==> src/core/gate_select_pkg.sv <==
// Constants for the logic cell gate term select stage.
// Assumes a 32-bit AXI4-Lite register bus with byte addresses.
package gate_select_pkg;

  // ---------------------------------------------------------------
  // Widths
  // ---------------------------------------------------------------
  localparam int AXI_ADDR_W = 8;
  localparam int AXI_DATA_W = 32;
  localparam int GATE_N     = 4;
  localparam int DATA_N     = 4;
  localparam int TERM_W     = 8;
  localparam int SRC_SEL_W  = 5;
  localparam int SRC_N      = 32;

  // ---------------------------------------------------------------
  // Register byte offsets
  // ---------------------------------------------------------------
  localparam logic [7:0] GATE1_TERM_SELECT_OFS = 8'h00;
  localparam logic [7:0] GATE2_TERM_SELECT_OFS = 8'h04;
  localparam logic [7:0] GATE3_TERM_SELECT_OFS = 8'h08;
  localparam logic [7:0] GATE4_TERM_SELECT_OFS = 8'h0C;
  localparam logic [7:0] DATA1_SOURCE_OFS      = 8'h10;
  localparam logic [7:0] DATA2_SOURCE_OFS      = 8'h14;
  localparam logic [7:0] DATA3_SOURCE_OFS      = 8'h18;
  localparam logic [7:0] DATA4_SOURCE_OFS      = 8'h1C;
  localparam logic [7:0] GATE_INVERT_OFS       = 8'h20;
  localparam logic [7:0] GATE_STATUS_OFS       = 8'h24;

  // ---------------------------------------------------------------
  // Register index codes from the address decoder
  // ---------------------------------------------------------------
  localparam logic [3:0] IDX_GATE_BASE = 4'h0;
  localparam logic [3:0] IDX_DATA_BASE = 4'h4;
  localparam logic [3:0] IDX_INVERT    = 4'h8;
  localparam logic [3:0] IDX_STATUS    = 4'h9;
  localparam logic [3:0] IDX_NONE      = 4'hF;

  // ---------------------------------------------------------------
  // Term select field positions, same for every gate
  // ---------------------------------------------------------------
  localparam int TERM_D4_TRUE = 7;
  localparam int TERM_D4_INV  = 6;
  localparam int TERM_D3_TRUE = 5;
  localparam int TERM_D3_INV  = 4;
  localparam int TERM_D2_TRUE = 3;
  localparam int TERM_D2_INV  = 2;
  localparam int TERM_D1_TRUE = 1;
  localparam int TERM_D1_INV  = 0;

  // Status fields: raw gates low nibble, inverted-applied high nibble
  localparam int STATUS_RAW_LSB = 0;
  localparam int STATUS_OUT_LSB = 4;

  // ---------------------------------------------------------------
  // Reset values
  // ---------------------------------------------------------------
  localparam logic [7:0] TERM_SELECT_RESET = 8'h00;
  localparam logic [4:0] SOURCE_SEL_RESET  = 5'h00;
  localparam logic [3:0] INVERT_RESET      = 4'h0;

  // AXI responses
  localparam logic [1:0] RESP_OKAY   = 2'h0;
  localparam logic [1:0] RESP_SLVERR = 2'h2;

endpackage

==> src/core/gate_term_or.sv <==
// One gate of the input gating stage: OR of selected true/inverted terms.
// Assumes the data inputs are already in the core clock domain.
`timescale 1ns/1ns
module gate_term_or (
  input  wire logic [3:0] data_in,
  input  wire logic [7:0] term_sel,
  input  wire logic       invert,
  output logic            raw_out,
  output logic            gate_out
);

  // ---------------------------------------------------------------
  // Term expansion
  // ---------------------------------------------------------------
  // Odd bits carry the true form, even bits the inverted form
  logic [7:0] terms;

  genvar i;
  generate
    for (i = 0; i < 4; i++) begin : g_term
      assign terms[2*i+1] = data_in[i];
      assign terms[2*i]   = ~data_in[i];
    end
  endgenerate

  // ---------------------------------------------------------------
  // Combine and polarity
  // ---------------------------------------------------------------
  // No enabled term gives zero before the polarity stage
  assign raw_out  = |(terms & term_sel);
  assign gate_out = raw_out ^ invert;

endmodule

==> src/core/gate_select_top.sv <==
// Logic cell input gating stage with its AXI4-Lite register file.
// Assumes SOURCE_IN comes from pins or other domains; all else is on CLOCK.
//
// Operation
// - Gate 1 terms chosen by its select register
// - Gate 2 terms chosen by its select register
// - Gate 3 terms chosen by its select register
// - Gate 4 terms chosen by its select register
// - Select bits read/write, kept across warm reset
// - Each data input picks one of 32 sources
// - Per-gate invert bit flips gate output
//
// Register access over AXI4-Lite and the register addresses were chosen for this implementation.
`timescale 1ns/1ns
module gate_select_top (
  input  wire logic        CLOCK,
  input  wire logic        RESET,
  input  wire logic        WARM_RESET,
  input  wire logic [31:0] SOURCE_IN,
  output logic      [3:0]  GATE_OUT,
  input  wire logic [7:0]  S_AXI_AWADDR,
  input  wire logic        S_AXI_AWVALID,
  output logic             S_AXI_AWREADY,
  input  wire logic [31:0] S_AXI_WDATA,
  input  wire logic [3:0]  S_AXI_WSTRB,
  input  wire logic        S_AXI_WVALID,
  output logic             S_AXI_WREADY,
  output logic      [1:0]  S_AXI_BRESP,
  output logic             S_AXI_BVALID,
  input  wire logic        S_AXI_BREADY,
  input  wire logic [7:0]  S_AXI_ARADDR,
  input  wire logic        S_AXI_ARVALID,
  output logic             S_AXI_ARREADY,
  output logic      [31:0] S_AXI_RDATA,
  output logic      [1:0]  S_AXI_RRESP,
  output logic             S_AXI_RVALID,
  input  wire logic        S_AXI_RREADY
);

  // ---------------------------------------------------------------
  // Address decode
  // ---------------------------------------------------------------
  function automatic logic [3:0] reg_index(input logic [7:0] addr);
    logic [3:0] idx;
    idx = gate_select_pkg::IDX_NONE;
    case ({addr[7:2], 2'h0})
      gate_select_pkg::GATE1_TERM_SELECT_OFS: idx = 4'h0;
      gate_select_pkg::GATE2_TERM_SELECT_OFS: idx = 4'h1;
      gate_select_pkg::GATE3_TERM_SELECT_OFS: idx = 4'h2;
      gate_select_pkg::GATE4_TERM_SELECT_OFS: idx = 4'h3;
      gate_select_pkg::DATA1_SOURCE_OFS:      idx = 4'h4;
      gate_select_pkg::DATA2_SOURCE_OFS:      idx = 4'h5;
      gate_select_pkg::DATA3_SOURCE_OFS:      idx = 4'h6;
      gate_select_pkg::DATA4_SOURCE_OFS:      idx = 4'h7;
      gate_select_pkg::GATE_INVERT_OFS:       idx = gate_select_pkg::IDX_INVERT;
      gate_select_pkg::GATE_STATUS_OFS:       idx = gate_select_pkg::IDX_STATUS;
      default:                                idx = gate_select_pkg::IDX_NONE;
    endcase
    return idx;
  endfunction

  // ---------------------------------------------------------------
  // Storage
  // ---------------------------------------------------------------
  logic [7:0]  term_sel_q [4];
  logic [4:0]  src_sel_q  [4];
  logic [3:0]  invert_q;
  logic [31:0] src_meta_q;
  logic [31:0] src_sync_q;
  logic [3:0]  data_sel;
  logic [3:0]  gate_raw;
  logic [3:0]  gate_pol;
  logic [3:0]  gate_out_q;
  logic [3:0]  gate_raw_q;

  // Write channel state
  logic        aw_held_q;
  logic [7:0]  aw_addr_q;
  logic        w_held_q;
  logic [31:0] w_data_q;
  logic        w_lane0_q;
  logic        bvalid_q;
  logic [1:0]  bresp_q;
  logic        wr_fire;
  logic [3:0]  wr_idx;
  logic        wr_err;
  logic        wr_apply;
  logic [3:0]  term_we;
  logic [3:0]  src_we;
  logic        invert_we;

  // Read channel state
  logic        rvalid_q;
  logic [31:0] rdata_q;
  logic [1:0]  rresp_q;
  logic [3:0]  rd_idx;
  logic [31:0] rd_word;
  logic        rd_err;

  // ---------------------------------------------------------------
  // Source synchroniser
  // ---------------------------------------------------------------
  // No reset: these flops only carry pin levels onward
  always_ff @(posedge CLOCK) begin
    src_meta_q <= SOURCE_IN;
    src_sync_q <= src_meta_q;
  end

  // ---------------------------------------------------------------
  // Data source selection and gates
  // ---------------------------------------------------------------
  genvar g;
  generate
    for (g = 0; g < 4; g++) begin : g_gate
      assign data_sel[g] = src_sync_q[src_sel_q[g]];
      gate_term_or u_gate (
        .data_in  (data_sel),
        .term_sel (term_sel_q[g]),
        .invert   (invert_q[g]),
        .raw_out  (gate_raw[g]),
        .gate_out (gate_pol[g])
      );
    end
  endgenerate

  // Registered so the cell sees glitch-free gate levels
  always_ff @(posedge CLOCK) begin
    if (RESET) begin
      gate_out_q <= 4'h0;
      gate_raw_q <= 4'h0;
    end else begin
      gate_out_q <= gate_pol;
      gate_raw_q <= gate_raw;
    end
  end

  assign GATE_OUT = gate_out_q;

  // ---------------------------------------------------------------
  // Write address and data capture
  // ---------------------------------------------------------------
  // Either channel may arrive first; each is held until both are here
  assign S_AXI_AWREADY = !aw_held_q && !bvalid_q;
  assign S_AXI_WREADY  = !w_held_q && !bvalid_q;
  assign wr_fire       = aw_held_q && w_held_q && !bvalid_q;
  assign wr_idx        = reg_index(aw_addr_q);
  assign wr_err        = (wr_idx == gate_select_pkg::IDX_NONE) ||
                         (wr_idx == gate_select_pkg::IDX_STATUS);
  assign wr_apply      = wr_fire && w_lane0_q;

  always_ff @(posedge CLOCK) begin
    if (RESET || WARM_RESET) begin
      aw_held_q <= 1'b0;
      aw_addr_q <= 8'h00;
    end else if (S_AXI_AWVALID && S_AXI_AWREADY) begin
      aw_held_q <= 1'b1;
      aw_addr_q <= S_AXI_AWADDR;
    end else if (wr_fire) begin
      aw_held_q <= 1'b0;
    end
  end

  always_ff @(posedge CLOCK) begin
    if (RESET || WARM_RESET) begin
      w_held_q  <= 1'b0;
      w_data_q  <= 32'h0000_0000;
      w_lane0_q <= 1'b0;
    end else if (S_AXI_WVALID && S_AXI_WREADY) begin
      w_held_q  <= 1'b1;
      w_data_q  <= S_AXI_WDATA;
      w_lane0_q <= S_AXI_WSTRB[0];
    end else if (wr_fire) begin
      w_held_q <= 1'b0;
    end
  end

  // ---------------------------------------------------------------
  // Write response
  // ---------------------------------------------------------------
  // Status register is read-only; writing it or a hole gives SLVERR
  always_ff @(posedge CLOCK) begin
    if (RESET || WARM_RESET) begin
      bvalid_q <= 1'b0;
      bresp_q  <= gate_select_pkg::RESP_OKAY;
    end else if (wr_fire) begin
      bvalid_q <= 1'b1;
      if (wr_err) begin
        bresp_q <= gate_select_pkg::RESP_SLVERR;
      end else begin
        bresp_q <= gate_select_pkg::RESP_OKAY;
      end
    end else if (S_AXI_BREADY) begin
      bvalid_q <= 1'b0;
    end
  end

  assign S_AXI_BVALID = bvalid_q;
  assign S_AXI_BRESP  = bresp_q;

  // ---------------------------------------------------------------
  // Write strobes
  // ---------------------------------------------------------------
  // Holes and the status register raise no strobe
  always_comb begin
    term_we   = 4'h0;
    src_we    = 4'h0;
    invert_we = 1'b0;
    if (wr_apply) begin
      case (wr_idx)
        4'h0, 4'h1, 4'h2, 4'h3: begin
          term_we[wr_idx[1:0]] = 1'b1;
        end
        4'h4, 4'h5, 4'h6, 4'h7: begin
          src_we[wr_idx[1:0]] = 1'b1;
        end
        gate_select_pkg::IDX_INVERT: begin
          invert_we = 1'b1;
        end
        default: begin
          term_we   = 4'h0;
          src_we    = 4'h0;
          invert_we = 1'b0;
        end
      endcase
    end
  end

  // ---------------------------------------------------------------
  // Configuration registers
  // ---------------------------------------------------------------
  // Only RESET (power-on class) clears these; WARM_RESET leaves them
  // alone. Only byte lane 0 carries data, so a write with lane 0
  // masked answers OKAY but changes nothing.
  always_ff @(posedge CLOCK) begin
    for (int k = 0; k < 4; k++) begin
      if (RESET) begin
        term_sel_q[k] <= gate_select_pkg::TERM_SELECT_RESET;
      end else if (term_we[k]) begin
        term_sel_q[k] <= w_data_q[7:0];
      end
    end
  end

  always_ff @(posedge CLOCK) begin
    for (int k = 0; k < 4; k++) begin
      if (RESET) begin
        src_sel_q[k] <= gate_select_pkg::SOURCE_SEL_RESET;
      end else if (src_we[k]) begin
        src_sel_q[k] <= w_data_q[4:0];
      end
    end
  end

  always_ff @(posedge CLOCK) begin
    if (RESET) begin
      invert_q <= gate_select_pkg::INVERT_RESET;
    end else if (invert_we) begin
      invert_q <= w_data_q[3:0];
    end
  end

  // ---------------------------------------------------------------
  // Read path
  // ---------------------------------------------------------------
  assign rd_idx        = reg_index(S_AXI_ARADDR);
  assign rd_err        = rd_idx == gate_select_pkg::IDX_NONE;
  // Read data is captured with RVALID so it stands until RREADY
  assign S_AXI_ARREADY = !rvalid_q;

  always_comb begin
    rd_word = 32'h0000_0000;
    case (rd_idx)
      4'h0, 4'h1, 4'h2, 4'h3: rd_word[7:0] = term_sel_q[rd_idx[1:0]];
      4'h4, 4'h5, 4'h6, 4'h7: rd_word[4:0] = src_sel_q[rd_idx[1:0]];
      gate_select_pkg::IDX_INVERT: rd_word[3:0] = invert_q;
      gate_select_pkg::IDX_STATUS: begin
        rd_word[gate_select_pkg::STATUS_RAW_LSB +: 4] = gate_raw_q;
        rd_word[gate_select_pkg::STATUS_OUT_LSB +: 4] = gate_out_q;
      end
      default: rd_word = 32'h0000_0000;
    endcase
  end

  always_ff @(posedge CLOCK) begin
    if (RESET || WARM_RESET) begin
      rvalid_q <= 1'b0;
      rdata_q  <= 32'h0000_0000;
      rresp_q  <= gate_select_pkg::RESP_OKAY;
    end else if (S_AXI_ARVALID && S_AXI_ARREADY) begin
      rvalid_q <= 1'b1;
      rdata_q  <= rd_word;
      if (rd_err) begin
        rresp_q <= gate_select_pkg::RESP_SLVERR;
      end else begin
        rresp_q <= gate_select_pkg::RESP_OKAY;
      end
    end else if (S_AXI_RREADY) begin
      rvalid_q <= 1'b0;
    end
  end

  assign S_AXI_RVALID = rvalid_q;
  assign S_AXI_RDATA  = rdata_q;
  assign S_AXI_RRESP  = rresp_q;

endmodule

==> config.mk <==
export PLATFORM = sky130hd
export DESIGN_NAME = gate_select_top
export DESIGN_NICKNAME = d
export VERILOG_FILES = /design/src/core/gate_select_pkg.sv /design/src/core/gate_term_or.sv /design/src/core/gate_select_top.sv
export SDC_FILE = /design/constraint.sdc
export NUM_CORES = 1
export LEC_CHECK = 0
export BUFFER_PORTS_ARGS = -buffer_cell sky130_fd_sc_hd__clkbuf_2
export CORE_MARGIN = 5
export CORE_UTILIZATION = 50
export DETAILED_ROUTE_END_ITERATION = 10
export PLACE_DENSITY = 0.77
export REMOVE_ABC_BUFFERS = 1
export SLEW_MARGIN = 20
export SYNTH_ARGS = -nofsm -noshare
export SYNTH_HDL_FRONTEND = slang
export SYNTH_HIERARCHICAL = 1
export SYNTH_SLANG_ARGS = --single-unit
==> constraint.sdc <==
create_clock -name CLOCK -period 2.4 [get_ports CLOCK]
set_input_delay 0.48 -clock CLOCK [delete_from_list [all_inputs] [get_ports CLOCK]]
set_output_delay 0.48 -clock CLOCK [all_outputs]
set_load 0.05 [all_outputs]
Word level (Yosys, flattened, before mapping)
Memories as Yosys holds them, arrays and structs flattened.
Cells that the tools add are included.
{"block": "totals", "elab_cells": 176, "inputBits": 92, "memories": 2, "mem_bits_rw": 52, "ff_bits": 109}
{"name": "term_sel_q", "depth": 4, "word_bits": 8, "read_ports": 5, "rd_ports_with_merged_regs": 0, "wr": 4, "line": "gate_select_top.sv:65", "text": "logic [7:0] term_sel_q [4];"}
{"name": "src_sel_q", "depth": 4, "word_bits": 5, "read_ports": 5, "rd_ports_with_merged_regs": 0, "wr": 4, "line": "gate_select_top.sv:66", "text": "logic [4:0] src_sel_q [4];"}
{"block": "op_classes", "bitwise": 20, "n_eq_ne": 38, "order_cmp": 6, "n_reduce_logical": 31, "mux": 64}
{"cell": "4-bit one-hot mux with 10 select lines", "n": 2}
{"cell": "6-bit by 3-bit equality test with 1-bit output, second input constant", "n": 8}
{"cell": "1-bit two-way mux", "n": 40}
{"cell": "8-bit AND", "n": 4}
{"cell": "4-bit by 3-bit equality test with 1-bit output, second input constant", "n": 8}
{"cell": "8-bit two-way mux", "n": 4}
{"cell": "8-bit OR reduction", "n": 4}
{"cell": "4-bit equality test, second input constant", "n": 6}
{"cell": "6-bit by 2-bit equality test with 1-bit output, second input constant", "n": 4}
{"cell": "6-bit by 4-bit equality test with 1-bit output, second input constant", "n": 4}
{"cell": "5-bit by 6-bit less-than comparator with 1-bit output, second input constant", "n": 4}
{"cell": "1-bit binary-select mux with 5-bit select", "n": 4}
{"cell": "5-bit two-way mux", "n": 4}
{"cell": "4-bit by 2-bit equality test with 1-bit output, second input constant", "n": 4}
{"cell": "4-bit two-way mux", "n": 4}
{"cell": "4-bit one-hot mux with 4 select lines", "n": 1}
{"cell": "4-bit OR reduction", "n": 4}
{"cell": "6-bit by 1-bit equality test with 1-bit output, second input constant", "n": 2}
{"cell": "6-bit logical NOT", "n": 2}
{"cell": "1-bit logical AND", "n": 9}
{"cell": "4-bit by 1-bit equality test with 1-bit output, second input constant", "n": 2}
{"cell": "4-bit logical NOT", "n": 2}
{"cell": "1-bit bitwise OR", "n": 8}
{"cell": "2-bit nonzero test", "n": 4}
{"cell": "10 further kinds", "n": 21}

Longest topological paths before layout
{"block": "depth", "depth_word": 12, "depth_mapped": 9, "depth_no_buf": 8}

Cells and area by module
Netlist, hierarchy kept.
{"mod": "gate_select_top", "area_each_um2": 6563.8, "seq_area_each_um2": 3663.5, "cells_each": 528, "instances": 1}
{"mod": "gate_term_or", "area_each_um2": 55.1, "seq_area_each_um2": 0.0, "cells_each": 6, "instances": 4}

Worst setup path before layout
Ideal clock, no wire load.
{"block": "synth_timing", "path_kind": "register to register", "from": "memory src_sel_q[0][0]", "to": "register gate_out_q[0], in the netlist GATE_OUT[0]", "setup_slack_ns": -0.027, "period_less_slack_ns": 2.427, "path_stages_with_launch": 9, "path_buffers": 1, "setup_ns": 0.128, "t_arrival_ns": 2.299, "path_cell_list": "edfxtp_1 -> buf_4 -> mux4_2 -> mux4_2 -> mux2_2 -> mux2i_1 -> nand4_1 -> xor2_1 -> nor2b_1"}
{"element": "start: declaration", "line": "gate_select_top.sv:66"}
{"element": "end signal: assignment", "line": "gate_select_top.sv:132", "text": "gate_out_q <= gate_pol;"}
{"element": "end: declaration", "line": "gate_select_top.sv:73", "text": "logic [3:0] gate_out_q;"}

==> metrics.md <==
| Metric | Value |
|---|---|
| Place WS | `-0.2829 ns` |
| Compound-Gate Fraction of Synth Area | `around 7.6%` |
| WP data required | `2.72 ns` |
| Hold crit path type | `input pin to flip-flop` |
| Vias per cell | `approximately 5.6` |
| Post-Synth Adder-Cell Area | `0%` |
| LEAKAGE | `about 3.2 nW` |
| Slowest-stage cell, CP | `mux4_2` |
| Area leader, netlist | `dfxtp_1` |
| Setup WS post-layout | `-0.3433 ns` |
| Skew-Pair Late Insertion Delay | `0.43 ns` |
| Largest net degree at the start of global routing | `22` |
| # hold bufs at CTS | `0` |
| Drt initial violations | `627` |
| Total Power Consumption | `0.006031 W` |
| Worst-margin pin slew | `0.6460 ns` |
| Initial core utilization | `about 50%` |
| Die Area | `between 15,000 and 20,000 µm²` |
| Wirelength, routed | `15,790 µm` |
| GR peak layer | `met2` |
| Max Slew Vio Count | `0` |
| Max_slew headroom | `56.78%` |
| Core area | `13,300 µm²` |
| Crit-path cells | `buf_12 -> mux4_2 -> mux4_2 -> mux2_4 -> mux2i_2 -> nand4_1 -> xor2_1 -> nor2b_1` |
| Final #Nets | `747` |
| Setup Viol. Count Final | `8` |
| GR Util met2 | `between 30% and 40%` |
| Crit end category | `flip-flop` |
| PwrDens | `roughly 750 nW/µm²` |
| H-tree levels | `4` |
| Syn_area_per_cell | `12.29 µm²` |
| Crit path max fanout | `9` |
| Rows | `42` |
| Antenna violations before repair | `0` |
| CTS root buf | `clkbuf_16` |
| Top-count cell post-synth | `dfxtp_1` |
| Vias in the first global route | `4,735` |
| Post-Synth XOR/XNOR Area | `0.5164%` |
| Cells after synthesis | `552` |
| Final Hold Viols | `0` |
| MaxCap Viol Count | `0` |
| Most used cell, CP | `mux4_2` |
| Crit start category | `flip-flop` |
| Crit-path max cell delay | `roughly 0.53 ns` |
| DP HPWL | `approximately 12,000 µm` |
| Global route total overflow | `0` |
| Hold WS | `0.1433 ns` |
| GRT met3 Usage | `under 10%` |
| Clock Sinks | `157` |
| Sequential share of the synthesized area | `roughly 54%` |
| Synth top area cells | `dfxtp_1 31%, edfxtp_1 23%, mux4_2 13%` |
| Area Growth Syn to Fin | `18.24%` |
| Mapped Area | `approximately 6800 µm²` |
| #FFs+latches synth | `between 150 and 200` |
| Outcome | `finished, violations left` |
| TritonCTS buffer count | `17` |
| Max VDD drop | `approximately 0.63 mV` |
| Fmax | `around 0.36 GHz` |
| Layout cells sized above 1 | `28.44%` |
| Post-synth EDFFs | `52` |
| RSZ-0062 raised after global routing | `true` |
| I/O pins | `137` |
| Ys flop type | `dfxtp_1` |
| Mux cell area share after synthesis | `between 10% and 20%` |
| Global-route usage over all layers | `20.46%` |
| Top cell type's share of synthesized area | `30.98%` |
| Die height | `126.5 µm` |
| Clock skew | `0.01029 ns` |
| Ys async rst share | `0%` |
| Met1 Usage GRT | `27.54%` |
| First-pass GRT wire length | `25,300 µm` |
| Crit-path leading delay family | `multiplexers` |
| Synthesis Warnings | `6` |
| Main combinational cell family by area after synthesis | `multiplexers` |
| Final TNS setup | `-1.792 ns` |
| GPL Wtd Cong | `0.9482` |
| CTS clock-pin slew for the worst setup and hold paths | `0.07 ns` |
| Simple-gate share of the synthesized area | `around 15%` |
| Number of remaining DRC errors | `0` |
| Most frequent cells after synthesis | `105 x dfxtp_1, 59 x and2_1, 52 x edfxtp_1` |
| Longest Clk Path Bufs | `2` |
| Final Critical Period | `2.743 ns` |
| Vias | `4,751` |
| Die X | `126.5 µm` |
| Worst Path Arrival | `approximately 3.1 ns` |
| Crit path kind | `flip-flop to flip-flop` |
| IO Port Bufs | `79` |
| Violated checks | `negative setup slack` |
| Pre-antenna DRT Iters | `5` |
| Fin crit share | `114.3%` |
| Post-DR wirelength/cell | `~19 µm` |
| Final antenna-violating net count | `0` |
| # diodes | `0` |
| Library cells used by synthesis | `52` |
| Bufs and invs on worst path | `1` |
| CTS tree | `done` |
## report_power, final
group          leakage (nW)  internal (W)  total (W)  switching, W
registers              1.42       0.00285    0.00294     0.0000897
logic                  1.49      0.000243   0.000595      0.000352
clock network         0.273       0.00135    0.00249       0.00114
## cell families (layout without fill, tap and decap cells)
family	Yosys count	count (layout)
AOI/OAI and AO/OA	80	80
and+or+nand+nor	186	186
buffers and inverters	53	144
other	1	26
DFF	157	157
muxes	71	71
xor gates and xnor gates	4	4
## routing by layer
metal  vias up  wire, µm
met5         -         0
met1      2230      6676
met4         0       497
met2       267      7094
met3        41      1522
li1       2213         -
## cells in the final DEF, fill, tap and decap left out, types with 7 or more instances in the layout
cell type | synthesis | final
edfxtp_1 | 52 | 52
dfxtp_1 | 105 | 105
nor2_1 | 29 | 29
nand2_1 | 40 | 40
and2_1 | 59 | 59
mux4_2 | 40 | 40
a22oi_1 | 7 | 7
o21ai_0 | 17 | 17
inv_6 | 0 | 9
conb_1 | 1 | 26
clkbuf_2 | 0 | 79
clkbuf_16 | 0 | 17
nor2b_1 | 11 | 11
buf_4 | 30 | 23
nand4_1 | 7 | 7
mux2i_1 | 28 | 26
a21oi_1 | 26 | 26
## per-stage QoR
stage	area, µm²	std cells	util [%]
3_5_place_dp	7447	811	56.01
2_1_floorplan	6586	530	-
4_1_cts	8021	844	60.33
6_report	8021	844	60.33
3_3_place_gp	7447	811	56.01
5_1_grt	8021	844	60.33
## area by class of cell
cell class              count  area (µm²)
clock buffers              17       425.4
clock inverters            15       122.6
fillers                  1017        5274
inverters                   6       22.52
multi-input cells         367        2919
flip-flops and latches    157        3664
well taps                 176       220.2
repair buffers            106       648.1
## final timing paths
path                                 startpoint                endpoint  slack (ns)  depth (start not counted)
hold reg to reg          src_meta_q[17]$_DFF_P_  src_sync_q[17]$_DFF_P_        0.32                          0
hold / removal                     SOURCE_IN[3]   src_meta_q[3]$_DFF_P_        0.14                          1
setup reg to reg  src_sel_q[1][0]$_SDFFCE_PN0P_  GATE_OUT[2]$_SDFF_PP0_       -0.34                          8
setup / recovery  src_sel_q[1][0]$_SDFFCE_PN0P_  GATE_OUT[2]$_SDFF_PP0_       -0.34                          8
## flip-flops by register name, indices dropped and copies added (netlist names)
register	count
gate_raw_q	4
w_data_q	8
aw_addr_q	6
term_sel_q	32
GATE_OUT	4
S_AXI_BVALID	1
invert_q	4
w_held_q	1
aw_held_q	1
src_sel_q	20
S_AXI_RDATA	8
S_AXI_RVALID	1
S_AXI_BRESP	1
S_AXI_RRESP	1
w_lane0_q	1
src_sync_q	32
src_meta_q	32
## timing repair
item / in CTS / in global routing
setup endpoints to repair: 8 / 8
resized for setup: 5 / 0
pin swaps: 3 / 2
gates cloned: 0 / 0
buffers inserted: 1 / 0
(Power assumes the default switching activity.)
